**config.mk**
```make
export PLATFORM = sky130hd
export DESIGN_NAME = rtb_rx_backplane
export DESIGN_NICKNAME = d
export VERILOG_FILES = /design/src/inc/rtb_pkg.sv /design/src/hdl/rtb_rx_backplane.sv /design/src/hdl/rtb_pin_sync.sv
export VERILOG_INCLUDE_DIRS = /design/src /design/src/inc
export SDC_FILE = /design/constraint.sdc
export NUM_CORES = 1
export LEC_CHECK = 0
export ABC_AREA = 1
export BUFFER_PORTS_ARGS = -buffer_cell sky130_fd_sc_hd__buf_2
export CORE_MARGIN = 1.5
export CORE_UTILIZATION = 56
export CTS_BUF_LIST = sky130_fd_sc_hd__clkbuf_8
export CTS_CLUSTER_SIZE = 14
export DETAILED_ROUTE_END_ITERATION = 7
export GPL_TIMING_DRIVEN = 0
export PLACE_DENSITY = 0.74
export SYNTH_ARGS = -nofsm -noshare
export SYNTH_HDL_FRONTEND = slang
export SYNTH_SLANG_ARGS = --single-unit
export TNS_END_PERCENT = 10
```
**constraint.sdc**
```tcl
create_clock -name aclk -period 14.8 [get_ports aclk]
set_input_delay 2.96 -clock aclk [delete_from_list [all_inputs] [get_ports aclk]]
set_output_delay 2.96 -clock aclk [all_outputs]
set_load 0.02 [all_outputs]
```
**src/inc/rtb_regs.svh**
```systemverilog
// Register offsets, field positions, reset values and timing counts
`ifndef RTB_REGS_SVH
`define RTB_REGS_SVH

`define RTB_CFG_OFS 8'h00
`define RTB_CTRL_OFS 8'h04
`define RTB_STAT_OFS 8'h08
`define RTB_FRAMES_OFS 8'h0C

`define RTB_CFG_RATE_LSB 0
`define RTB_CFG_E1_BIT 2
`define RTB_CFG_FE_BIT 3
`define RTB_CFG_DE_BIT 4
`define RTB_CFG_MAP_BIT 5
`define RTB_CFG_CMS_BIT 6
`define RTB_CFG_BOFFEN_BIT 7
`define RTB_CFG_BOFF_LSB 8
`define RTB_CFG_TSOFF_LSB 16
`define RTB_CTRL_SRST_BIT 0
`define RTB_STAT_LOCK_BIT 0
`define RTB_STAT_RUN_BIT 1
`define RTB_STAT_SLIP_BIT 2
`define RTB_STAT_POS_LSB 16

`define RTB_CFG_RESET 32'h0000_0000

`define RTB_CET_PLAIN_BASE 6'h03
`define RTB_CET_DBL_BASE 6'h04
`define RTB_LAST_1544 10'h0C0
`define RTB_LAST_2048 10'h0FF
`define RTB_LAST_4096 10'h1FF
`define RTB_LAST_8192 10'h3FF

`define RTB_RESP_OKAY 2'h0
`define RTB_RESP_SLVERR 2'h2

`endif

```
**src/inc/rtb_pkg.sv**
```systemverilog
// Types shared by the receive backplane design files
package rtb_pkg;

  typedef enum logic [1:0] {
    RATE_1544,
    RATE_2048,
    RATE_4096,
    RATE_8192
  } rtb_rate_type;

  typedef struct packed {
    logic [6:0] timeslot_offset;
    logic [2:0] bit_offset;
    logic bit_offset_enable;
    logic clock_double_select;
    logic map;
    logic data_edge_select;
    logic frame_pulse_edge_select;
    logic e1_not_t1_select;
    rtb_rate_type rate;
  } rtb_cfg_type;

  typedef struct packed {
    logic [7:0] pcm;
    logic [3:0] sig;
  } rtb_chan_type;

  typedef struct packed {
    logic own;
    logic fbit;
    logic fill;
    logic [4:0] ch;
    logic [2:0] bitn;
  } rtb_slot_type;

  typedef enum logic [1:0] {
    LS_IDLE,
    LS_WAIT,
    LS_RUN
  } rtb_link_state_type;

endpackage

```
**src/hdl/rtb_rx_backplane.sv**
```systemverilog
// Receive backplane serial interface with AXI4-Lite registers
`timescale 1ns/100ps
`include "rtb_regs.svh"
module rtb_rx_backplane #(
  parameter int ADDR_W = 8
) (
  input logic aclk,
  input logic aresetn,
  input logic ce,
  input logic reset_pin_n,
  input logic rx_bp_clock,
  input logic rx_bp_frame_pulse,
  input logic ch_wr_valid,
  input logic [4:0] ch_wr_num,
  input rtb_pkg::rtb_chan_type ch_wr_data,
  input logic f_bit,
  input logic [ADDR_W-1:0] s_awaddr,
  input logic s_awvalid,
  output logic s_awready,
  input logic [31:0] s_wdata,
  input logic [3:0] s_wstrb,
  input logic s_wvalid,
  output logic s_wready,
  output logic [1:0] s_bresp,
  output logic s_bvalid,
  input logic s_bready,
  input logic [ADDR_W-1:0] s_araddr,
  input logic s_arvalid,
  output logic s_arready,
  output logic [31:0] s_rdata,
  output logic [1:0] s_rresp,
  output logic s_rvalid,
  input logic s_rready,
  output logic rx_bp_pcm_out,
  output logic rx_bp_pcm_oe,
  output logic rx_bp_signaling_out,
  output logic rx_bp_signaling_oe
);

  initial begin
    if (ADDR_W < 4 || ADDR_W > 32) begin
      $error("rtb_rx_backplane: ADDR_W must lie in 4..32");
    end
  end

  logic clk_s;
  logic fp_s;
  logic pin_n_s;
  logic clk_d_q;
  logic aw_hold_q;
  logic w_hold_q;
  logic [ADDR_W-1:0] awaddr_q;
  logic [31:0] wdata_q;
  logic [3:0] wstrb_q;
  logic wr_do;
  logic dev_rst;
  logic soft_q;
  logic lock_q;
  logic slip_q;
  logic [15:0] frames_q;
  rtb_pkg::rtb_cfg_type cfg_q;
  rtb_pkg::rtb_cfg_type cfg_d;
  rtb_pkg::rtb_link_state_type state_q;
  logic [5:0] cnt_q;
  logic [9:0] pos_q;
  logic [9:0] nxt_pos;
  logic [9:0] last_pos;
  logic half_q;
  logic rise;
  logic fall;
  logic fp_hit;
  logic upd;
  logic [5:0] output_edge_count;
  logic start;
  logic step;
  logic slip_set;
  rtb_pkg::rtb_slot_type map;
  rtb_pkg::rtb_chan_type chan;
  logic pcm_d;
  logic sig_d;
  logic [31:0] rd_word;
  rtb_pkg::rtb_chan_type ch_mem [32];

  function automatic logic addr_ok(input logic [ADDR_W-1:0] a);
    logic [ADDR_W-1:0] w;
    w = {a[ADDR_W-1:2], 2'h0};
    addr_ok = (w == ADDR_W'(`RTB_CFG_OFS)) ||
              (w == ADDR_W'(`RTB_CTRL_OFS)) ||
              (w == ADDR_W'(`RTB_STAT_OFS)) ||
              (w == ADDR_W'(`RTB_FRAMES_OFS));
  endfunction

  function automatic logic is_reg(input logic [ADDR_W-1:0] a,
                                  input logic [7:0] ofs);
    is_reg = {a[ADDR_W-1:2], 2'h0} == ADDR_W'(ofs);
  endfunction

  function automatic logic [31:0] cfg_word(input rtb_pkg::rtb_cfg_type c);
    logic [31:0] w;
    w = 32'h0000_0000;
    w[`RTB_CFG_RATE_LSB +: 2] = c.rate;
    w[`RTB_CFG_E1_BIT] = c.e1_not_t1_select;
    w[`RTB_CFG_FE_BIT] = c.frame_pulse_edge_select;
    w[`RTB_CFG_DE_BIT] = c.data_edge_select;
    w[`RTB_CFG_MAP_BIT] = c.map;
    w[`RTB_CFG_CMS_BIT] = c.clock_double_select;
    w[`RTB_CFG_BOFFEN_BIT] = c.bit_offset_enable;
    w[`RTB_CFG_BOFF_LSB +: 3] = c.bit_offset;
    w[`RTB_CFG_TSOFF_LSB +: 7] = c.timeslot_offset;
    cfg_word = w;
  endfunction

  function automatic rtb_pkg::rtb_cfg_type word_cfg(input logic [31:0] w);
    rtb_pkg::rtb_cfg_type c;
    c.rate = rtb_pkg::rtb_rate_type'(w[`RTB_CFG_RATE_LSB +: 2]);
    c.e1_not_t1_select = w[`RTB_CFG_E1_BIT];
    c.frame_pulse_edge_select = w[`RTB_CFG_FE_BIT];
    c.data_edge_select = w[`RTB_CFG_DE_BIT];
    c.map = w[`RTB_CFG_MAP_BIT];
    c.clock_double_select = w[`RTB_CFG_CMS_BIT];
    c.bit_offset_enable = w[`RTB_CFG_BOFFEN_BIT];
    c.bit_offset = w[`RTB_CFG_BOFF_LSB +: 3];
    c.timeslot_offset = w[`RTB_CFG_TSOFF_LSB +: 7];
    word_cfg = c;
  endfunction

  // Where a frame bit lands: stream position, channel and bit number
  function automatic rtb_pkg::rtb_slot_type slot_map(
      input rtb_pkg::rtb_cfg_type c, input logic [9:0] p);
    rtb_pkg::rtb_slot_type m;
    logic [6:0] k;
    logic [4:0] s;
    logic [9:0] q;
    m = '0;
    m.own = 1'h1;
    s = 5'h00;
    q = p - 10'h001;
    k = p[9:3] - c.timeslot_offset;
    m.bitn = p[2:0];
    unique case (c.rate)
      rtb_pkg::RATE_1544: begin
        if (p == 10'h000) begin
          m.fbit = 1'h1;
        end else begin
          m.ch = q[7:3];
          m.bitn = q[2:0];
        end
      end
      rtb_pkg::RATE_2048: s = k[4:0];
      rtb_pkg::RATE_4096: begin
        m.own = ~k[0];
        s = k[5:1];
      end
      rtb_pkg::RATE_8192: begin
        m.own = k[1:0] == 2'h0;
        s = k[6:2];
      end
    endcase
    // Offset zero lands this device in the first interleaved byte
    if (c.rate != rtb_pkg::RATE_1544) begin
      if (c.e1_not_t1_select) begin
        m.ch = s;
      end else if (!c.map) begin
        if (s[1:0] == 2'h0) begin
          m.fbit = (s == 5'h00) && (m.bitn == 3'h0);
          m.fill = ~m.fbit;
        end else begin
          m.ch = s - {2'h0, s[4:2]} - 5'h01;
        end
      end else if (s < 5'h18) begin
        m.ch = s;
      end else begin
        m.fbit = (s == 5'h1F) && (m.bitn == 3'h7);
        m.fill = ~m.fbit;
      end
    end
    slot_map = m;
  endfunction

  rtb_pin_sync #(
    .WIDTH(3),
    .RST_VAL(3'h4)
  ) u_sync (
    .aclk(aclk),
    .aresetn(aresetn),
    .ce(ce),
    .pin_in({reset_pin_n, rx_bp_frame_pulse, rx_bp_clock}),
    .sync_out({pin_n_s, fp_s, clk_s})
  );

  // Pin reset restores all settings; software reset restores all but its own CTRL bit
  assign dev_rst = !aresetn || !pin_n_s || soft_q;
  assign wr_do = aw_hold_q && w_hold_q && !s_bvalid;

  // AXI write channels; address and data accepted in either order
  always_ff @(posedge aclk) begin
    if (!aresetn) begin
      aw_hold_q <= 1'h0;
      w_hold_q <= 1'h0;
      awaddr_q <= '0;
      wdata_q <= 32'h0000_0000;
      wstrb_q <= 4'h0;
      s_awready <= 1'h0;
      s_wready <= 1'h0;
      s_bvalid <= 1'h0;
      s_bresp <= `RTB_RESP_OKAY;
    end else if (ce) begin
      if (s_awvalid && s_awready) begin
        aw_hold_q <= 1'h1;
        awaddr_q <= s_awaddr;
        s_awready <= 1'h0;
      end else if (wr_do) begin
        aw_hold_q <= 1'h0;
      end else if (!aw_hold_q && !s_bvalid) begin
        s_awready <= 1'h1;
      end
      if (s_wvalid && s_wready) begin
        w_hold_q <= 1'h1;
        wdata_q <= s_wdata;
        wstrb_q <= s_wstrb;
        s_wready <= 1'h0;
      end else if (wr_do) begin
        w_hold_q <= 1'h0;
      end else if (!w_hold_q && !s_bvalid) begin
        s_wready <= 1'h1;
      end
      if (wr_do) begin
        s_bvalid <= 1'h1;
        s_bresp <= addr_ok(awaddr_q) ? `RTB_RESP_OKAY : `RTB_RESP_SLVERR;
      end else if (s_bvalid && s_bready) begin
        s_bvalid <= 1'h0;
      end
    end
  end

  always_comb begin
    rd_word = 32'h0000_0000;
    if (is_reg(s_araddr, `RTB_CFG_OFS)) begin
      rd_word = cfg_word(cfg_q);
    end else if (is_reg(s_araddr, `RTB_CTRL_OFS)) begin
      rd_word[`RTB_CTRL_SRST_BIT] = soft_q;
    end else if (is_reg(s_araddr, `RTB_STAT_OFS)) begin
      rd_word[`RTB_STAT_LOCK_BIT] = lock_q;
      rd_word[`RTB_STAT_RUN_BIT] = state_q == rtb_pkg::LS_RUN;
      rd_word[`RTB_STAT_SLIP_BIT] = slip_q;
      rd_word[`RTB_STAT_POS_LSB +: 10] = pos_q;
    end else if (is_reg(s_araddr, `RTB_FRAMES_OFS)) begin
      rd_word[15:0] = frames_q;
    end
  end

  always_ff @(posedge aclk) begin
    if (!aresetn) begin
      s_arready <= 1'h0;
      s_rvalid <= 1'h0;
      s_rdata <= 32'h0000_0000;
      s_rresp <= `RTB_RESP_OKAY;
    end else if (ce) begin
      if (s_arvalid && s_arready) begin
        s_arready <= 1'h0;
        s_rvalid <= 1'h1;
        s_rdata <= rd_word;
        s_rresp <= addr_ok(s_araddr) ? `RTB_RESP_OKAY : `RTB_RESP_SLVERR;
      end else if (s_rvalid && s_rready) begin
        s_rvalid <= 1'h0;
      end else if (!s_rvalid) begin
        s_arready <= 1'h1;
      end
    end
  end

  // Byte-lane merge; rate field freezes after its first write
  always_comb begin
    logic [31:0] w;
    w = cfg_word(cfg_q);
    for (int i = 0; i < 4; i++) begin
      if (wstrb_q[i]) begin
        w[8*i +: 8] = wdata_q[8*i +: 8];
      end
    end
    cfg_d = word_cfg(w);
    if (lock_q) begin
      cfg_d.rate = cfg_q.rate;
    end
  end

  always_ff @(posedge aclk) begin
    if (dev_rst) begin
      cfg_q <= word_cfg(`RTB_CFG_RESET);
      lock_q <= 1'h0;
    end else if (ce && wr_do && is_reg(awaddr_q, `RTB_CFG_OFS)) begin
      cfg_q <= cfg_d;
      lock_q <= lock_q || wstrb_q[0];
    end
  end

  // Software reset bit survives its own reset so it can be cleared
  always_ff @(posedge aclk) begin
    if (!aresetn || !pin_n_s) begin
      soft_q <= 1'h0;
    end else if (ce && wr_do && is_reg(awaddr_q, `RTB_CTRL_OFS) &&
                 wstrb_q[0]) begin
      soft_q <= wdata_q[`RTB_CTRL_SRST_BIT];
    end
  end

  always_ff @(posedge aclk) begin
    if (ce && ch_wr_valid) begin
      ch_mem[ch_wr_num] <= ch_wr_data;
    end
  end

  // Link clock edges seen through the synchroniser
  assign rise = clk_s && !clk_d_q;
  assign fall = !clk_s && clk_d_q;
  assign fp_hit = (cfg_q.frame_pulse_edge_select ? rise : fall) && fp_s;
  assign upd = cfg_q.data_edge_select ? rise : fall;
  // Frame pulse-to-data edge count; double clock doubles each step
  assign output_edge_count = cfg_q.clock_double_select ?
               `RTB_CET_DBL_BASE + {1'h0, cfg_q.bit_offset, 2'h0} :
               `RTB_CET_PLAIN_BASE + {2'h0, cfg_q.bit_offset, 1'h0};

  always_comb begin
    unique case (cfg_q.rate)
      rtb_pkg::RATE_1544: last_pos = `RTB_LAST_1544;
      rtb_pkg::RATE_2048: last_pos = `RTB_LAST_2048;
      rtb_pkg::RATE_4096: last_pos = `RTB_LAST_4096;
      rtb_pkg::RATE_8192: last_pos = `RTB_LAST_8192;
    endcase
  end

  // Plain timing starts bit 0 on the pulse edge itself
  assign start = (fp_hit && !cfg_q.bit_offset_enable) ||
                 (state_q == rtb_pkg::LS_WAIT && (rise || fall) &&
                  cnt_q + 6'h01 == output_edge_count);
  assign step = state_q == rtb_pkg::LS_RUN && upd && !start &&
                (!cfg_q.clock_double_select || half_q);
  assign nxt_pos = (start || pos_q == last_pos) ? 10'h000 : pos_q + 10'h001;
  assign slip_set = start && state_q == rtb_pkg::LS_RUN && pos_q != last_pos;
  assign map = slot_map(cfg_q, nxt_pos);
  assign chan = ch_mem[map.ch];

  // Bit 0 of a slot goes out first, carrying the byte's MSB
  always_comb begin
    if (map.fbit) begin
      pcm_d = f_bit;
      sig_d = 1'h1;
    end else if (map.fill) begin
      pcm_d = 1'h1;
      sig_d = 1'h1;
    end else begin
      pcm_d = chan.pcm[3'h7 - map.bitn];
      sig_d = map.bitn[2] && chan.sig[~map.bitn[1:0]];
    end
  end

  always_ff @(posedge aclk) begin
    if (!aresetn) begin
      clk_d_q <= 1'h0;
    end else if (ce) begin
      clk_d_q <= clk_s;
    end
  end

  always_ff @(posedge aclk) begin
    if (dev_rst) begin
      state_q <= rtb_pkg::LS_IDLE;
      cnt_q <= 6'h00;
      pos_q <= 10'h000;
      half_q <= 1'h0;
    end else if (ce) begin
      if (fp_hit && cfg_q.bit_offset_enable) begin
        state_q <= rtb_pkg::LS_WAIT;
        cnt_q <= 6'h00;
      end else if (start) begin
        state_q <= rtb_pkg::LS_RUN;
        pos_q <= nxt_pos;
        half_q <= 1'h0;
      end else if (state_q == rtb_pkg::LS_WAIT && (rise || fall)) begin
        cnt_q <= cnt_q + 6'h01;
      end else if (state_q == rtb_pkg::LS_RUN && upd) begin
        half_q <= cfg_q.clock_double_select && !half_q;
        if (step) begin
          pos_q <= nxt_pos;
        end
      end
    end
  end

  // Data pins float until the first frame is located
  always_ff @(posedge aclk) begin
    if (dev_rst) begin
      rx_bp_pcm_out <= 1'h0;
      rx_bp_signaling_out <= 1'h0;
      rx_bp_pcm_oe <= 1'h0;
      rx_bp_signaling_oe <= 1'h0;
    end else if (ce && (start || step)) begin
      rx_bp_pcm_out <= pcm_d;
      rx_bp_signaling_out <= sig_d;
      rx_bp_pcm_oe <= map.own;
      rx_bp_signaling_oe <= map.own;
    end
  end

  // Pulse off the expected frame boundary in plain timing only; set wins over clear
  always_ff @(posedge aclk) begin
    if (dev_rst) begin
      slip_q <= 1'h0;
      frames_q <= 16'h0000;
    end else if (ce) begin
      if (slip_set) begin
        slip_q <= 1'h1;
      end else if (wr_do && is_reg(awaddr_q, `RTB_STAT_OFS) &&
                   wstrb_q[0] && wdata_q[`RTB_STAT_SLIP_BIT]) begin
        slip_q <= 1'h0;
      end
      if (start) begin
        frames_q <= frames_q + 16'h0001;
      end
    end
  end

endmodule

```
**src/hdl/rtb_pin_sync.sv**
```systemverilog
// Two-stage synchroniser for pins from outside the aclk domain
`timescale 1ns/100ps
module rtb_pin_sync #(
  parameter int WIDTH = 1,
  parameter logic [WIDTH-1:0] RST_VAL = '0
) (
  input logic aclk,
  input logic aresetn,
  input logic ce,
  input logic [WIDTH-1:0] pin_in,
  output logic [WIDTH-1:0] sync_out
);

  logic [WIDTH-1:0] meta_q;

  initial begin
    if (WIDTH < 1) begin
      $error("rtb_pin_sync: WIDTH must be at least 1");
    end
  end

  // First stage feeds only the second stage
  always_ff @(posedge aclk) begin
    if (!aresetn) begin
      meta_q <= RST_VAL;
      sync_out <= RST_VAL;
    end else if (ce) begin
      meta_q <= pin_in;
      sync_out <= meta_q;
    end
  end

endmodule

```
== Word level (Yosys, flattened, before mapping) ==
Memory sizes are Yosys's and may differ from the RTL's.
Cells that the tools add are included.

* $add $sub $neg: 10
* Multiply operators: 0
* Div/mod/pow operators: 0
* Order comparisons: 3
* Equality and inequality tests: 22
* Shift-type cells: 0
* Muxes and demuxes: 68
* Bitwise gates (word level): 6
* Reductions and logical operators: 100

{| class="wikitable"
|+ Operators with widths
! cell !! count
|-
| 2-to-1 mux 10 bit || 6
|-
| one-hot mux 10 bit (4 select lines) || 1
|-
| logical AND 1 bit || 34
|-
| 2-to-1 mux 1 bit || 34
|-
| AND reduction 2 bit || 14
|-
| 2-to-1 mux 26 bit || 1
|-
| 2-to-1 mux 25 bit || 1
|-
| equality test 6 x 2 -> 1 bit, second input constant || 4
|-
| 2-to-1 mux 6 bit || 4
|-
| nonzero test 2 bit || 12
|-
| adder 16 x 1 -> 16 bit, second input constant || 1
|-
| 2-to-1 mux 16 bit || 1
|-
| 2-to-1 mux 8 bit || 2
|-
| 2-to-1 mux 5 bit || 3
|-
| one-hot mux 5 bit (3 select lines) || 1
|-
| AND reduction 3 bit || 5
|-
| logical OR 1 bit || 14
|-
| 2-to-1 mux 2 bit || 7
|-
| 2-to-1 mux 7 bit || 2
|-
| 2-to-1 mux 13 bit || 1
|-
| equality test 6 x 1 -> 1 bit, second input constant || 2
|-
| zero test 6 bit || 2
|-
| zero test 1 bit || 11
|-
| adder 10 x 1 -> 10 bit, second input constant || 1
|-
| other kinds (32) || 45
|}

* Bits in registers: 137
* Latch bits: 0
* Bits in writable memories: 384
* Memory bits (read-only): 0
* Bits of input ports: 82
* Output and inout bits: 45
* Word-level logic and storage cells: 246
* Memories kept: 1

{| class="wikitable"
|+ Memory list
! name !! depth !! bits a word !! rd ports !! clocked after Yosys merged registers in !! wr ports !! RTL line !! text
|-
| ch_mem || 32 || 12 || 1 || 0 || 1 || rtb_rx_backplane.sv:82 || <nowiki>rtb_pkg::rtb_chan_type ch_mem [32];</nowiki>
|}

== Logic depth before layout (Yosys ltp) ==
Gate-level depths: netlist of run 1.
An unclocked memory read counts as a cell.

* Word-level depth: 24
* Mapped depth: 44
* Gate-level depth less buffers: 43

== Cells and area by module ==
From an unflattened synthesis of run 1, not the netlist that was laid out.

* Cells, all modules: 2441
* Area total of the unflattened synthesis: 23284.8 µm²

{| class="wikitable"
|+ By module, submodules not included
! module !! instances !! cells each !! area an instance (µm²) !! seq. area each (µm²)
|-
| rtb_rx_backplane || 1 || 2407 || 23034.6 || 13973.4
|-
| rtb_pin_sync || 1 || 34 || 250.2 || 120.1
|}

== Worst setup path after synthesis of run 1 ==
Ideal clock, no wire load.

* Kind: register to register
* Start point: register cnt_q[0]
* End point: register rx_bp_pcm_out
* Library setup time: 132 ps
* Arrival: 4870 ps
* Setup slack: 9797 ps
* Stages on the path, launching flop included: 39
* Buffers on the path: 2
* Clock period less this slack: 5003 ps
* Path through: dfxtp_1 ha_1 nand2_1 clkinv_1 nor2_1 nand2_1 nand2_1 clkinv_1 nand2_1 nor2_2 nand3_2 nand3_4 inv_2 nand3_1 ha_1 fa_1 inv_1 nand3_1 [... 3 more ...] inv_1 ha_1 fa_1 or2_2 nand3_1 nand2_1 a21oi_2 buf_2 buf_2 nand3_1 nand3_1 nand3_1 nand3_1 nand2_1 nand2_1 nand3_1 o21bai_1 a21oi_1

* Word-level cells in the longest chain between the ends: 19

{| class="wikitable"
|+ Ends and longest elaborated chain
! item !! RTL line !! text
|-
| start, declared || rtb_rx_backplane.sv:64 || <nowiki>logic [5:0] cnt_q;</nowiki>
|-
| start signal, assigned || rtb_rx_backplane.sv:380 || <nowiki>cnt_q <= cnt_q + 6'h01;</nowiki>
|-
| adder 6 x 1 -> 6 bit * || rtb_rx_backplane.sv:335 || <nowiki>cnt_q + 6'h01 == output_edge_count);</nowiki>
|-
| equality test 6 bit * || rtb_rx_backplane.sv:335 ||
|-
| logical AND 1 bit * || rtb_rx_backplane.sv:334 || <nowiki>(state_q == rtb_pkg::LS_WAIT && (rise || fall) &&</nowiki>
|-
| logical OR 1 bit * || rtb_rx_backplane.sv:333 || <nowiki>assign start = (fp_hit && !cfg_q.bit_offset_enable) ||</nowiki>
|-
| logical OR 1 bit || rtb_rx_backplane.sv:338 || <nowiki>assign nxt_pos = (start || pos_q == last_pos) ? 10'h000 : pos_q + 10'h001;</nowiki>
|-
| 2-to-1 mux 10 bit || rtb_rx_backplane.sv:338 ||
|-
| subtractor 7 bit || rtb_rx_backplane.sv:138 || <nowiki>k = p[9:3] - c.timeslot_offset;</nowiki>
|-
| one-hot mux 5 bit (3 select lines) || rtb_rx_backplane.sv:140 || <nowiki>unique case (c.rate)</nowiki>
|-
| [... 3 more ...] || n/a ||
|-
| 2-to-1 mux 7 bit || rtb_rx_backplane.sv:163 || <nowiki>end else if (!c.map) begin</nowiki>
|-
| 2-to-1 mux 5 bit || rtb_rx_backplane.sv:161 || <nowiki>if (c.e1_not_t1_select) begin</nowiki>
|-
| 2-to-1 mux 7 bit || rtb_rx_backplane.sv:160 || <nowiki>if (c.rate != rtb_pkg::RATE_1544) begin</nowiki>
|-
| memory (32 x 12 bit) || n/a ||
|-
| binary-select mux 1 bit (select 3 bit) || rtb_rx_backplane.sv:352 || <nowiki>pcm_d = chan.pcm[3'h7 - map.bitn];</nowiki>
|-
| 2-to-1 mux 1 bit (implied by the code) || rtb_rx_backplane.sv:352 ||
|-
| 2-to-1 mux 1 bit || rtb_rx_backplane.sv:348 || <nowiki>end else if (map.fill) begin</nowiki>
|-
| 2-to-1 mux 1 bit || rtb_rx_backplane.sv:345 || <nowiki>if (map.fbit) begin</nowiki>
|-
| end signal, assigned || rtb_rx_backplane.sv:398 || <nowiki>rx_bp_pcm_out <= pcm_d;</nowiki>
|-
| end, declared || rtb_rx_backplane.sv:34 || <nowiki>output logic rx_bp_pcm_out,</nowiki>
|}

Every way passes the cells marked *; elsewhere a longest branch is shown, timed or not. The select of a mux whose other input is x is not followed.
A chain may end at the register's enable or synchronous reset.

== Worst setup path after layout of run 1 ==
Same ends and word-level chain as after synthesis.

==> results.rst, run 1 <==
.. list-table::
   :header-rows: 1

   * - Metric
     - Value
   * - EDFF count, synth
     - roughly 380
   * - Mux contribution to synthesized area
     - 0%
   * - Worst setup path startpoint
     - cnt_q[0]$_SDFFE_PP0P_
   * - Finished Layout Cells
     - ~3200
   * - PD cells
     - roughly 110 nW/um2
   * - Primary FF master, synth
     - sky130_fd_sc_hd__edfxtp_1
   * - Dominant combinational cell family by area after synthesis
     - simple AND/OR/NAND/NOR gates
   * - IO Port Bufs
     - 98
   * - Skew final
     - 0.0277 ns
   * - Final net count
     - around 2700
   * - Post-DRT Antenna Nets
     - 0
   * - Asr flop ratio synth
     - 0%
   * - Top achievable clock speed
     - between 100 and 150 MHz
   * - Mapped Cells
     - 2402
   * - Worst setup SP type
     - flip-flop
   * - Total of hold buffers inserted after clock tree synthesis
     - 0
   * - Clock buffers created by TritonCTS
     - just over 80
   * - Most numerous cell on the critical path
     - sky130_fd_sc_hd__nand3_1
   * - Via count of the first global-routing pass
     - 17500
   * - Crit path max fanout
     - 10
   * - Count of placed standard cells including taps
     - 3049
   * - First-pass GRT wire length
     - 102 mm
   * - Max-cap violations
     - 0
   * - Simple-gate share of the synthesized area
     - 23.2%
   * - Depth of the worst register-to-register path
     - 37
   * - Proportion of netlist area held by the largest area contributor
     - 50.0%
   * - Post-synthesis cell type count
     - 52
   * - Clock share of power
     - 38.7%
   * - Fraction of layout cells with a size suffix above 1
     - between 10% and 20%
   * - Die width
     - 206 um
   * - Leakage power figure
     - 0.0105 uW
   * - Normalized max-slew margin
     - between 1.5 and 2%
   * - Global placement routability congestion
     - 0.961
   * - Chip height
     - approximately 200 um
   * - Cell with the biggest individual delay on the critical path
     - sky130_fd_sc_hd__clkbuf_1
   * - Root buffer cell
     - sky130_fd_sc_hd__clkbuf_8
   * - Final global-route overflow total
     - 0
   * - Share of the yosys chip area belonging to registers
     - between 60 and 70%
   * - Number of flip-flops and latches in the synthesized netlist
     - 512
   * - Number of post-CTS setup repair buffers
     - 0
   * - Setup violations, final
     - 0
   * - Initial core utilization
     - 56.6%
   * - Most frequently used cell type in the post-synthesis netlist
     - sky130_fd_sc_hd__nand2_1
   * - Worst vdd ir
     - 0.0000848 V
   * - Hold Violations, Final
     - 0
   * - Post-route DRC violation count
     - 0
   * - Element type at the critical path end
     - flip-flop
   * - Proportion of total power due to net switching
     - 24.4%
   * - Data arrival time at the worst-slack endpoint
     - 7.24 ns
   * - Area Growth Syn to Fin
     - 12.3%
   * - Via count
     - 18700
   * - Post-synth design cell area
     - 23100 um2
   * - Post-layout instance area
     - 25900 um2
   * - Clock slew seen by the registers of the worst setup and hold paths
     - roughly 0.060 ns
   * - Internal
     - 2160 uW
   * - Post-synth top area cell
     - sky130_fd_sc_hd__edfxtp_1
   * - Count of TritonRoute iterations in the first routing pass
     - 6
   * - Most frequent cells after synthesis
     - sky130_fd_sc_hd__nand2_1 (540), sky130_fd_sc_hd__nand3_1 (407), sky130_fd_sc_hd__edfxtp_1 (384)
   * - Detailed Place HPWL
     - roughly 47 mm
   * - Total Routing Usage GR
     - 32.6%
   * - Worst hold start
     - wstrb_q[2]$_SDFFE_PN0P_
   * - Portion of total power attributed to sequential cells
     - 54.6%
   * - Compound-gate portion of the synthesized area
     - under 10%
   * - Antenna diode count
     - 0
   * - I/O pin count
     - 127
   * - Pins over their slew limit
     - 0
   * - Launching point of the worst reg2reg path
     - cnt_q[0]$_SDFFE_PP0P_
   * - Maximum number of pins on one net before global-route repair
     - 33
   * - CTS tree
     - yes
   * - Yosys warning total
     - 0
   * - Net switching power
     - 697 uW
   * - CTS Sinks
     - 512
   * - RSZ-0062 raised after global routing
     - false
   * - Data required time of the critical path
     - ~15 ns
   * - Vias/cell
     - a little under 6
   * - Post-route clock period utilization
     - 45.4%
   * - Type of the setup path with the least slack
     - reg2reg
   * - WL/cell
     - 21.6 um
   * - Total negative slack
     - 0 ns
   * - Area post-placement
     - 24400 um2
   * - Top cells by area, synth
     - sky130_fd_sc_hd__edfxtp_1 (50%), sky130_fd_sc_hd__dfxtp_1 (11%), sky130_fd_sc_hd__nand3_1 (8.8%), sky130_fd_sc_hd__nand2_1 (8.8%), sky130_fd_sc_hd__inv_1 (4.7%)
   * - Antenna violations before repair
     - 0
   * - # H-tree levels
     - 3
   * - Average cell area after synthesis
     - between 9 and 10 um2
   * - Hold depth
     - 2
   * - Count of standard-cell rows
     - 74
   * - Delay of the slowest cell on the worst path
     - approximately 0.72 ns
   * - Worst hold-check path type
     - reg2reg
   * - Number of DRC violations after detailed-routing iteration 0
     - 2196
   * - Buffer depth of the longest clock path
     - 3
   * - XOR/XNOR share of the synthesized area
     - less than 1%
   * - Post-synthesis adder-cell area fraction
     - roughly 1.0%
   * - Placeable core region
     - 40700 um2
   * - Sum of routed wire length over all layers
     - slightly below 70 mm
   * - Clock insertion delay at the later pin of the skew report
     - ~0.66 ns
   * - Combinational power share
     - 6.7%
   * - Run status
     - finished clean
   * - Die area
     - approximately 42000 um2
   * - Fin crit period
     - 6.72 ns
   * - Layout filler cell count
     - 3287
   * - # resized after CTS
     - 0
   * - Transition at the pin with the smallest max-transition slack
     - 1.47 ns
[critical path, delay by kind of cell, from the launching register on]
family	cells	cell delay, ns
flip-flops	1	0.38
adder cells (fa/ha/maj)	5	1.60
AND/OR/NAND/NOR	23	3.01
AO/OA/AOI/OAI	3	0.42
buffers and inverters	6	1.18
[cells by family after synthesis]
group / after synthesis
simple gates: 1181
flops: 512
buf+inv: 420
compound gates: 260
fa+ha+maj: 18
xor+xnor: 10
other cells: 1
[stage by stage]
stage	util (%)	setup WS [ns]	power, uW	hold WS [ns]
floorplan	-	9.80	1700	0.422
global placement	59.5	8.35	1770	0.438
detailed placement	60.0	8.25	1780	0.446
CTS	63.6	8.21	2860	0.455
global route	63.6	7.62	2940	0.479
finish	63.6	8.08	2860	0.453
[layout make-up]
type	instances	area (um2)	share of cell area (%)
sequential	512	14100	54.4
multi-input combinational	1477	7260	28.0
clock buffer	90	1240	4.78
inverter	301	1130	4.36
tap	532	666	2.57
buffer	119	659	2.54
timing repair buffer	109	646	2.49
clock inverter	51	219	0.845
[flip-flops by register name, indices dropped and copies added (netlist names), 6 cells and up]
signal	flops
cfg_q	18
awaddr_q	6
cnt_q	6
pos_q	10
frames_q	16
ch_mem	384
wdata_q	18
s_rdata	26
[per-layer routing]
layer	part of all wire (%)	up-vias	track usage, %
met5	0	-	0
met2	47	1120	53.1
li1	-	8542	-
met1	38	8797	42.4
met3	10	201	5.55
met4	4.4	0	16.2
[power groups by stage]
stage	Combinational, uW	Sequential [uW]	Clock (uW)
CTS	186	1560	1110
global route	205	1560	1170
finish	192	1560	1110
global placement	180	1590	0
floorplan	101	1590	0
detailed placement	185	1590	0
[placed cells by master (no fill, tap or decap), drive strengths merged]
master,n
and3,1
buf,183
fa,2
or2,11
clkinvlp,1
nor4,7
a21boi,1
a22oi,5
edfxtp,384
nand4,15
dfxtp,128
xor2,10
a32o,1
a31oi,2
nand3b,56
nor3,10
a21oi,115
clkinv,17
ha,16
nand3,411
o22ai,2
nand2,550
clkbuf,135
inv,334
nor2,118
and2,1
a211oi,5
o21bai,3
nor4b,1
conb,8
o21a,3
o221ai,12
o211ai,23
o21ai,88
[path summary, 6_finish.rpt]
kind	endpoint	slack [ns]
max reg2reg	rx_bp_pcm_out$_SDFFE_PP0P_	8.08
min reg2reg	wstrb_q[2]$_SDFFE_PN0P_	0.45
max	rx_bp_pcm_out$_SDFFE_PP0P_	8.08
min	wstrb_q[2]$_SDFFE_PN0P_	0.45
Note: power is estimated with default switching activity, not from simulation.
==> inputs of run 2 (changes only) <==
--- a/config.mk
+++ b/config.mk
@@ -6,7 +6,7 @@
 export SDC_FILE = /design/constraint.sdc
 export NUM_CORES = 1
 export LEC_CHECK = 0
-export ABC_AREA = 1
+export ABC_AREA = 0
 export BUFFER_PORTS_ARGS = -buffer_cell sky130_fd_sc_hd__buf_2
 export CORE_MARGIN = 1.5
 export CORE_UTILIZATION = 56
@@ -14,7 +14,7 @@
 export CTS_CLUSTER_SIZE = 14
 export DETAILED_ROUTE_END_ITERATION = 7
 export GPL_TIMING_DRIVEN = 0
-export PLACE_DENSITY = 0.74
+export PLACE_DENSITY = 0.77
 export SYNTH_ARGS = -nofsm -noshare
 export SYNTH_HDL_FRONTEND = slang
 export SYNTH_SLANG_ARGS = --single-unit
==> constraint.sdc (replaced) <==
create_clock -name aclk -period 5.7 [get_ports aclk]
set_input_delay 1.14 -clock aclk [delete_from_list [all_inputs] [get_ports aclk]]
set_output_delay 1.14 -clock aclk [all_outputs]
set_load 0.02 [all_outputs]
==> run 2 against run 1 <==
The run now ends with negative setup slack left. Sequential power increased to 2.6 times the previous value. Maximum frequency down 2.1%. Wire length shrank 9.3%. Clock-buffer cell count is 5 lower. Via count decreased by 11%. Die area shrank 0.60%. Synthesized cell count decreased by 23%. Register-to-register slack got worse by 9.2 ns.
==> results.rst, run 2 <==
.. list-table::
   :header-rows: 1

   * - Metric
     - Value
   * - Hold Violations, Final
     - 0 (unchanged)
   * - Antenna violations before repair
     - 0 (unchanged)
   * - Via count of the first global-routing pass
     - 16100 (was 17500)
   * - Count of TritonRoute iterations in the first routing pass
     - 6 (unchanged)
   * - Area Growth Syn to Fin
     - 18.1% (was 12.3%)
   * - Pins over their slew limit
     - 0 (unchanged)
   * - First-pass GRT wire length
     - 93.0 mm (was 102 mm)
   * - Count of placed standard cells including taps
     - 2476 (was 3049)
   * - Proportion of netlist area held by the largest area contributor
     - 50.3% (was 50.0%)
   * - Top achievable clock speed
     - 146 MHz (was 149 MHz)
   * - Element type at the critical path end
     - flip-flop (unchanged)
   * - Worst setup margin
     - -1.16 ns (was 8.08 ns)
   * - Root buffer cell
     - sky130_fd_sc_hd__clkbuf_8 (unchanged)
   * - Number of flip-flops and latches in the synthesized netlist
     - 512 (unchanged)
   * - Normalized max-slew margin
     - 3.34% (was 1.76%)
   * - Type of the setup path with the least slack
     - reg2reg (unchanged)
   * - Post-DRT Antenna Nets
     - 0 (unchanged)
   * - Clock buffers created by TritonCTS
     - 81 (was 82)
   * - Total negative slack
     - -2.22 ns (was 0 ns)
   * - Chip height
     - 205 um (was 206 um)
   * - Most frequent cells in the layout
     - sky130_fd_sc_hd__edfxtp_1 (384), sky130_fd_sc_hd__nand2_1 (196), sky130_fd_sc_hd__mux2i_1 (161) (was sky130_fd_sc_hd__nand2_1 (540), sky130_fd_sc_hd__nand3_1 (407), sky130_fd_sc_hd__edfxtp_1 (384))
   * - Yosys warning total
     - 0 (unchanged)
   * - Asr flop ratio synth
     - 0% (unchanged)
   * - Die area
     - 42200 um2 (was 42400 um2)
   * - CTS Sinks
     - 512 (unchanged)
   * - Fin crit period
     - 6.86 ns (was 6.72 ns)
   * - Number of DRC violations after detailed-routing iteration 0
     - 1910 (was 2196)
   * - Critical path buffers and inverters
     - 6 (unchanged)
   * - CTS tree
     - yes (unchanged)
   * - Most common cell after layout, fill and taps aside
     - sky130_fd_sc_hd__edfxtp_1 (was sky130_fd_sc_hd__nand2_1)
   * - Primary FF master, synth
     - sky130_fd_sc_hd__edfxtp_1 (unchanged)
   * - I/O pin count
     - 127 (unchanged)
   * - WL/cell
     - 23.4 um (was 21.6 um)
   * - Cell with the biggest individual delay on the critical path
     - sky130_fd_sc_hd__fa_2 (was sky130_fd_sc_hd__clkbuf_1)
   * - Total Routing Usage GR
     - 29.7% (was 32.6%)
   * - Worst setup SP type
     - flip-flop (unchanged)
   * - Most frequent cells after synthesis
     - sky130_fd_sc_hd__edfxtp_1 (384), sky130_fd_sc_hd__nand2_1 (200), sky130_fd_sc_hd__mux2i_1 (165) (was sky130_fd_sc_hd__nand2_1 (540), sky130_fd_sc_hd__nand3_1 (407), sky130_fd_sc_hd__edfxtp_1 (384))
   * - Setup violations, final
     - 2 (was 0)
   * - Antenna diode count
     - 0 (unchanged)
   * - Global placement routability congestion
     - 0.943 (was 0.961)
   * - Leakage power figure
     - 0.00934 uW (was 0.0105 uW)
   * - Violated checks
     - negative setup slack
   * - Post-synthesis cell type count
     - 83 (was 52)
   * - Post-synth design cell area
     - 22900 um2 (was 23100 um2)
   * - Sum of routed wire length over all layers
     - 62.6 mm (was 69.0 mm)
   * - PD cells
     - 262 nW/um2 (was 110 nW/um2)
   * - Share of the yosys chip area belonging to registers
     - 61.5% (was 61.1%)
   * - Fraction of layout cells with a size suffix above 1
     - 24.0% (was 12.7%)
   * - Skew final
     - 0.0268 ns (was 0.0277 ns)
   * - Final global-route overflow total
     - 0 (unchanged)
   * - Max reg flops
     - 384 (unchanged)
   * - Placeable core region
     - 40100 um2 (was 40700 um2)
   * - Average cell area after synthesis
     - 12.5 um2 (was 9.60 um2)
   * - Worst hold slack across all endpoints
     - 0.465 ns (was 0.453 ns)
   * - Worst hold-check path type
     - reg2reg (unchanged)
   * - Die width
     - 205 um (was 206 um)
   * - # H-tree levels
     - 3 (unchanged)
   * - Post-route DRC violation count
     - 0 (unchanged)
   * - Maximum number of pins on one net before global-route repair
     - 33 (unchanged)
   * - Max-cap violations
     - 0 (unchanged)
   * - Data arrival time at the worst-slack endpoint
     - 7.38 ns (was 7.24 ns)
   * - Register with the most flip-flops
     - ch_mem (unchanged)
   * - Detailed Place HPWL
     - 40.8 mm (was 46.8 mm)
   * - Worst vdd ir
     - 0.000247 V (was 0.0000848 V)
   * - EDFF count, synth
     - 384 (unchanged)
   * - Post-synth top area cell
     - sky130_fd_sc_hd__edfxtp_1 (unchanged)
   * - Mapped Cells
     - 1838 (was 2402)
   * - Power Total
     - 7100 uW (was 2860 uW)
   * - Initial core utilization
     - 57.2% (was 56.6%)
   * - Finished Layout Cells
     - 2676 (was 3191)
   * - Top cells by area, synth
     - sky130_fd_sc_hd__edfxtp_1 (50%), sky130_fd_sc_hd__dfxtp_1 (11%), sky130_fd_sc_hd__mux2i_1 (7.2%), sky130_fd_sc_hd__nand2_1 (3.3%), sky130_fd_sc_hd__nor2_1 (2.3%) (was sky130_fd_sc_hd__edfxtp_1 (50%), sky130_fd_sc_hd__dfxtp_1 (11%), sky130_fd_sc_hd__nand3_1 (8.8%), sky130_fd_sc_hd__nand2_1 (8.8%), sky130_fd_sc_hd__inv_1 (4.7%))
   * - Multi-input gate area
     - 8800 um2 (was 7260 um2)
   * - Most frequently used cell type in the post-synthesis netlist
     - sky130_fd_sc_hd__edfxtp_1 (was sky130_fd_sc_hd__nand2_1)
   * - Final net count
     - 2189 (was 2702)
   * - Delay of the slowest cell on the worst path
     - 0.39 ns (was 0.72 ns)
   * - IO Port Bufs
     - 98 (unchanged)
   * - Data required time of the critical path
     - 6.22 ns (was 15.32 ns)
   * - Top flop regs
     - ch_mem (384), s_rdata (26) (unchanged)
   * - Layout filler cell count
     - 2768 (was 3287)
   * - Post-route clock period utilization
     - 120% (was 45.4%)
   * - Transition at the pin with the smallest max-transition slack
     - 1.44 ns (was 1.47 ns)
   * - Total of hold buffers inserted after clock tree synthesis
     - 0 (unchanged)
   * - Crit path max fanout
     - 10 (unchanged)
   * - Sequential cell area
     - 14100 um2 (about the same)
   * - Count of standard-cell rows
     - 73 (was 74)
   * - Buffer depth of the longest clock path
     - 3 (unchanged)
   * - RSZ-0062 raised after global routing
     - true (was false)
   * - Via count
     - 16600 (was 18700)
   * - Run status
     - complete, but fails checks (was finished clean)
   * - Vias/cell
     - 6.22 (was 5.85)
   * - Cell family contributing the most delay on the critical path
     - compound AO/OA/AOI/OAI gates (was simple AND/OR/NAND/NOR gates)
   * - Post-route core utilization
     - 67.5% (was 63.6%)
   * - Clock slew seen by the registers of the worst setup and hold paths
     - 0.06 ns (about the same)
   * - Clock insertion delay at the later pin of the skew report
     - 0.66 ns (about the same)
[run 2: cell count changes in the layout (fill, tap and decap cells not counted), moves of 52 or more]
cell,delta
sky130_fd_sc_hd__nand3_1,-343
sky130_fd_sc_hd__buf_4,+53
sky130_fd_sc_hd__o21ai_0,-52
sky130_fd_sc_hd__inv_1,-264
sky130_fd_sc_hd__nand2_1,-344
sky130_fd_sc_hd__mux2i_1,+161
[run 2: worst paths after layout]
check                            from                    endpoint  slack, ns  depth (start not counted)
min          s_rdata[12]$_SDFFE_PN0P_    s_rdata[12]$_SDFFE_PN0P_       0.47                          2
min reg2reg  s_rdata[12]$_SDFFE_PN0P_    s_rdata[12]$_SDFFE_PN0P_       0.47                          2
max             cnt_q[0]$_SDFFE_PP0P_  rx_bp_pcm_out$_SDFFE_PP0P_      -1.16                         30
max reg2reg     cnt_q[0]$_SDFFE_PP0P_  rx_bp_pcm_out$_SDFFE_PP0P_      -1.16                         30
[run 2: logic make-up after synthesis]
| logic type | share of synthesized area, % |
|---|---|
| and+or+nand+nor | 11.8 |
| DFF | 61.5 |
| AOI/OAI and AO/OA | 9.15 |
| muxes | 11.4 |
| buffers and inverters | 3.29 |
| xor gates and xnor gates | 1.76 |
| adders and majority gates | 1.05 |
| other | 0.0164 |
[run 2: worst register-to-register path: cells and delay by family (launching register included)]
family | cells | cell delay (ns)
AO/OA/AOI/OAI | 9 | 2.42
XOR/XNOR | 2 | 0.35
adder cells (fa/ha/maj) | 4 | 0.92
buffers and inverters | 6 | 1.27
flip-flops | 1 | 0.37
multiplexers | 1 | 0.22
AND/OR/NAND/NOR | 8 | 1.16
[run 2: cell type report]
| type | count | share of cell area, % |
|---|---|---|
| sequential | 512 | 52.1 |
| multi-input combinational | 1185 | 32.5 |
| tap | 525 | 2.43 |
| clock buffer | 85 | 4.32 |
| buffer | 107 | 2.82 |
| inverter | 32 | 0.444 |
| timing repair buffer | 170 | 4.32 |
| clock inverter | 60 | 1.04 |
[run 2: metal layers]
metal | share of wire (%) | global-route usage (%)
met1 | 40 | 40.1
met2 | 47 | 47.8
met3 | 9.6 | 5.56
met4 | 3.3 | 11.4
met5 | 0 | 0
[run 2: repair_timing]
item	4_1_cts	5_1_grt
buffers inserted	41	20
gates resized for setup	135	41
cloned	3	0
pin swaps	45	42
endpoints found under the setup margin	2	2
[run 2: power breakdown]
part,switching [uW],internal (uW)
Sequential,15.0,4040
Combinational,141,61.9
Clock,1450,1390
Total,1600,5490
[run 2: stage by stage]
| step | worst slack, ns | area (um2) |
|---|---|---|
| 2_1_floorplan | -0.596 | 23100 |
| 3_3_place_gp | -3.07 | 24200 |
| 3_5_place_dp | -3.14 | 24300 |
| 4_1_cts | -1.04 | 26700 |
| 5_1_grt | -1.33 | 27100 |
| 6_report | -1.16 | 27100 |
==> inputs of run 3 (changes only) <==
--- a/config.mk
+++ b/config.mk
@@ -10,12 +10,13 @@
 export BUFFER_PORTS_ARGS = -buffer_cell sky130_fd_sc_hd__buf_2
 export CORE_MARGIN = 1.5
 export CORE_UTILIZATION = 56
-export CTS_BUF_LIST = sky130_fd_sc_hd__clkbuf_8
+export CTS_BUF_LIST = sky130_fd_sc_hd__clkbuf_2 sky130_fd_sc_hd__clkbuf_4 sky130_fd_sc_hd__clkbuf_8
 export CTS_CLUSTER_SIZE = 14
 export DETAILED_ROUTE_END_ITERATION = 7
 export GPL_TIMING_DRIVEN = 0
 export PLACE_DENSITY = 0.77
 export SYNTH_ARGS = -nofsm -noshare
 export SYNTH_HDL_FRONTEND = slang
+export SYNTH_HIERARCHICAL = 1
 export SYNTH_SLANG_ARGS = --single-unit
 export TNS_END_PERCENT = 10
==> run 3 against run 2 <==
The flow still finishes with violations (negative setup slack). Clock power rose by 14%. Total power rose by 5.7%. Combinational power rose by 8%. Core utilization fell by 1.2 points. Sequential share of layout area rose by 0.090 points. Critical path depth rose by 2. Sequential power barely moved. Maximum frequency fell by 4.3%. Final cell count rose by 8.1%. Via count rose by 11%. Hold slack got worse by 0.00064 ns. Largest power group unchanged.
==> results.rst, run 3 <==
.. list-table::
   :header-rows: 1

   * - Metric
     - Value
   * - CTS Sinks
     - 512 (unchanged)
   * - Clock slew seen by the registers of the worst setup and hold paths
     - 0.06 ns (about the same)
   * - Run status
     - complete, but fails checks (unchanged)
   * - Mux contribution to synthesized area
     - 4.96% (was 11.4%)
   * - Skew final
     - 0.0208 ns (was 0.0268 ns)
   * - WL/cell
     - 26.1 um (was 23.4 um)
   * - # H-tree levels
     - 3 (unchanged)
   * - Sum of routed wire length over all layers
     - 75.6 mm (was 62.6 mm)
   * - Placeable core region
     - 40700 um2 (was 40100 um2)
   * - Crit path max fanout
     - 10 (unchanged)
   * - Most common cell after layout, fill and taps aside
     - sky130_fd_sc_hd__nand2_1 (was sky130_fd_sc_hd__edfxtp_1)
   * - Post-synthesis cell type count
     - 90 (was 83)
   * - Final net count
     - 2394 (was 2189)
   * - Dominant combinational cell family by area after synthesis
     - simple AND/OR/NAND/NOR gates (unchanged)
   * - Cell with the biggest individual delay on the critical path
     - sky130_fd_sc_hd__fa_1 (was sky130_fd_sc_hd__fa_2)
   * - Proportion of netlist area held by the largest area contributor
     - 50.0% (was 50.3%)
   * - Asr flop ratio synth
     - 0% (unchanged)
   * - Worst setup SP type
     - flip-flop (unchanged)
   * - Root buffer cell
     - sky130_fd_sc_hd__clkbuf_8 (unchanged)
   * - Final global-route overflow total
     - 0 (unchanged)
   * - Hold Violations, Final
     - 0 (unchanged)
   * - Register with the most flip-flops
     - ch_mem (unchanged)
   * - Max-cap violations
     - 0 (unchanged)
   * - PD cells
     - 278 nW/um2 (was 262 nW/um2)
   * - First-pass GRT wire length
     - 109 mm (was 93.0 mm)
   * - Maximum number of pins on one net before global-route repair
     - 33 (unchanged)
   * - Data required time of the critical path
     - 6.28 ns (was 6.22 ns)
   * - Number of DRC violations after detailed-routing iteration 0
     - 2294 (was 1910)
   * - Post-synthesis adder-cell area fraction
     - 1.13% (was 1.05%)
   * - Average cell area after synthesis
     - 11.2 um2 (was 12.5 um2)
   * - Global placement routability congestion
     - 0.971 (was 0.943)
   * - Share of the yosys chip area belonging to registers
     - 61.1% (was 61.5%)
   * - Worst setup margin
     - -1.47 ns (was -1.16 ns)
   * - Count of standard-cell rows
     - 74 (was 73)
   * - Setup violations, final
     - 2 (unchanged)
   * - R2r setup slk
     - -1.47 ns (was -1.16 ns)
   * - Vias/cell
     - 6.37 (was 6.22)
   * - Simple-gate share of the synthesized area
     - 17.5% (was 11.8%)
   * - CTS tree
     - yes (unchanged)
   * - Chip height
     - 206 um (was 205 um)
   * - Post-route DRC violation count
     - 0 (unchanged)
   * - RSZ-0062 raised after global routing
     - true (unchanged)
   * - Post-synth design cell area
     - 23100 um2 (was 22900 um2)
   * - Post-route clock period utilization
     - 126% (was 120%)
   * - Hold depth
     - 2 (unchanged)
   * - Depth of the worst register-to-register path
     - 32 (was 30)
   * - Area Growth Syn to Fin
     - 17.0% (was 18.1%)
   * - Total of hold buffers inserted after clock tree synthesis
     - 0 (unchanged)
   * - R2r endpoint
     - rx_bp_pcm_out$_SDFFE_PP0P_ (unchanged)
   * - Total negative slack
     - -2.87 ns (was -2.22 ns)
   * - Via count of the first global-routing pass
     - 17600 (was 16100)
   * - Normalized max-slew margin
     - 1.43% (was 3.34%)
   * - Hold Path End
     - wdata_q[22]$_SDFFE_PN0P_ (was s_rdata[12]$_SDFFE_PN0P_)
   * - Buffer depth of the longest clock path
     - 3 (unchanged)
   * - Top flop regs
     - ch_mem (384), s_rdata (26) (unchanged)
   * - Number of flip-flops and latches in the synthesized netlist
     - 512 (unchanged)
   * - I/O pin count
     - 127 (unchanged)
   * - XOR/XNOR share of the synthesized area
     - 1.58% (was 1.76%)
   * - Transition at the pin with the smallest max-transition slack
     - 1.47 ns (was 1.44 ns)
   * - EDFF count, synth
     - 384 (unchanged)
   * - Total Routing Usage GR
     - 35.5% (was 29.7%)
   * - Post-synth top area cell
     - sky130_fd_sc_hd__edfxtp_1 (unchanged)
   * - Clock insertion delay at the later pin of the skew report
     - 0.68 ns (was 0.66 ns)
   * - Worst setup path startpoint
     - u_sync/sync_out[0]$_SDFFE_PN0P_ (was cnt_q[0]$_SDFFE_PP0P_)
   * - Worst vdd ir
     - 0.000255 V (was 0.000247 V)
   * - Layout filler cell count
     - 3134 (was 2768)
   * - Yosys warning total
     - 6 (was 0)
   * - Most frequent cells in the layout
     - sky130_fd_sc_hd__nand2_1 (416), sky130_fd_sc_hd__edfxtp_1 (384), sky130_fd_sc_hd__dfxtp_1 (124) (was sky130_fd_sc_hd__edfxtp_1 (384), sky130_fd_sc_hd__nand2_1 (196), sky130_fd_sc_hd__mux2i_1 (161))
   * - Max reg flops
     - 384 (unchanged)
   * - Initial core utilization
     - 56.7% (was 57.2%)
   * - Worst hold-check path type
     - reg2reg (unchanged)
   * - IO Port Bufs
     - 98 (unchanged)
   * - Pins over their slew limit
     - 0 (unchanged)
   * - Antenna violations before repair
     - 4 (was 0)
   * - Mapped Cells
     - 2066 (was 1838)
   * - Post-DRT Antenna Nets
     - 0 (unchanged)
   * - Via count
     - 18400 (was 16600)
   * - Type of the setup path with the least slack
     - reg2reg (unchanged)
   * - Leakage power figure
     - 0.00951 uW (was 0.00934 uW)
   * - Count of TritonRoute iterations in the first routing pass
     - 7 (was 6)
   * - Delay of the slowest cell on the worst path
     - 0.45 ns (was 0.39 ns)
   * - Most frequently used cell type in the post-synthesis netlist
     - sky130_fd_sc_hd__nand2_1 (was sky130_fd_sc_hd__edfxtp_1)
   * - Fin crit period
     - 7.17 ns (was 6.86 ns)
   * - Violated checks
     - negative setup slack (unchanged)
   * - Die width
     - 206 um (was 205 um)
   * - Compound-gate portion of the synthesized area
     - 10.3% (was 9.15%)
   * - Top cells by area, synth
     - sky130_fd_sc_hd__edfxtp_1 (50%), sky130_fd_sc_hd__dfxtp_1 (11%), sky130_fd_sc_hd__nand2_1 (6.8%), sky130_fd_sc_hd__mux2i_1 (3.8%), sky130_fd_sc_hd__nand3_1 (2.5%) (was sky130_fd_sc_hd__edfxtp_1 (50%), sky130_fd_sc_hd__dfxtp_1 (11%), sky130_fd_sc_hd__mux2i_1 (7.2%), sky130_fd_sc_hd__nand2_1 (3.3%), sky130_fd_sc_hd__nor2_1 (2.3%))
   * - Worst hold start
     - wdata_q[22]$_SDFFE_PN0P_ (was s_rdata[12]$_SDFFE_PN0P_)
   * - Primary FF master, synth
     - sky130_fd_sc_hd__edfxtp_1 (unchanged)
   * - Element type at the critical path end
     - flip-flop (unchanged)
   * - Clock buffers created by TritonCTS
     - 84 (was 81)
   * - Top achievable clock speed
     - 140 MHz (was 146 MHz)
   * - Detailed Place HPWL
     - 51.1 mm (was 40.8 mm)
   * - Die area
     - 42400 um2 (was 42200 um2)
   * - Fraction of layout cells with a size suffix above 1
     - 20.8% (was 24.0%)
   * - Post-route core utilization
     - 66.3% (was 67.5%)
   * - Most frequent cells after synthesis
     - sky130_fd_sc_hd__nand2_1 (419), sky130_fd_sc_hd__edfxtp_1 (384), sky130_fd_sc_hd__nor2_1 (149) (was sky130_fd_sc_hd__edfxtp_1 (384), sky130_fd_sc_hd__nand2_1 (200), sky130_fd_sc_hd__mux2i_1 (165))
   * - Data arrival time at the worst-slack endpoint
     - 7.75 ns (was 7.38 ns)
   * - Launching point of the worst reg2reg path
     - u_sync/sync_out[0]$_SDFFE_PN0P_ (was cnt_q[0]$_SDFFE_PP0P_)
## run 3: cell count changes after synthesis, sizes merged, moves of 11 or more
cell,previous run,this run
a21oi,70,84
mux2i,165,87
nand3,65,113
nand2,201,419
mux2,52,10
and3,14,38
o22ai,25,7
nand4,14,25
buf,52,75
## run 3: layout make-up
class	instances	area (um2)	area share, %
flip-flops and latches	512	14100	52.2
multi-input cells	1392	8820	32.6
clock buffers	121	1480	5.49
repair buffers	137	821	3.04
plain buffers	131	782	2.89
well taps	532	666	2.46
clock inverters	30	194	0.718
inverters	36	143	0.528
diodes	2	5.00	0.0185
## run 3: through the flow
step	worst slack, ns	cells	hold WS [ns]	power, uW	cell area (um2)
after CTS	-1.58	2882	0.463	7490	26600
final	-1.47	2893	0.464	7500	27000
after floorplan	-0.968	2073	0.437	4220	23200
after detailed placement	-2.91	2708	0.451	4340	24400
after global routing	-1.71	2891	0.478	7660	27000
after global placement	-2.85	2703	0.452	4330	24300
## run 3: critical path, delay by kind of cell (launching register included)
kind            cells  cell delay [ns]
flops               1             0.36
mux                 1             0.18
buf+inv             7             0.94
fa+ha+maj           5             1.48
simple gates        9             1.71
compound gates     10             2.38
## run 3: cell families after synthesis
| logic type | Yosys count |
|---|---|
| and+or+nand+nor | 889 |
| DFF | 512 |
| AOI/OAI and AO/OA | 331 |
| buffers and inverters | 169 |
| muxes | 104 |
| xor gates and xnor gates | 40 |
| adders and majority gates | 20 |
| other | 1 |
## run 3: layer usage
metal / part of all wire, % / up-vias / wire length (um) / GRT usage (%)
met5: 0.017 / - / 13 / 0
met4: 6.0 / 2 / 4550 / 19.9
met3: 11 / 264 / 8530 / 7.68
met2: 46 / 1277 / 35100 / 57.5
met1: 36 / 8850 / 27400 / 44.4
li1: - / 8025 / - / -
## run 3: how the worst max path moves through the flow
stage | slack, ns | to
floorplan | -0.97 | rx_bp_pcm_out$_SDFFE_PP0P_
global placement | -2.85 | rx_bp_pcm_out$_SDFFE_PP0P_
detailed placement | -2.91 | rx_bp_pcm_out$_SDFFE_PP0P_
CTS | -1.58 | rx_bp_pcm_out$_SDFFE_PP0P_
global route | -1.71 | rx_bp_pcm_out$_SDFFE_PP0P_
finish | -1.47 | rx_bp_pcm_out$_SDFFE_PP0P_
## run 3: report_power, final
| part | internal (uW) | total [uW] | switching [uW] |
|---|---|---|---|
| registers | 4040 | 4050 | 15.4 |
| clock network | 1730 | 3230 | 1500 |
| logic | 61.9 | 219 | 157 |
| total | 5830 | 7500 | 1670 |
## run 3: timing repair
| item | CTS | global route |
|---|---|---|
| resized for setup | 89 | 65 |
| endpoints found under the setup margin | 2 | 2 |
| hold endpoints to repair | 0 | 0 |
| setup buffers | 24 | 6 |
| gates cloned | 1 | 0 |
| pin swaps | 31 | 34 |
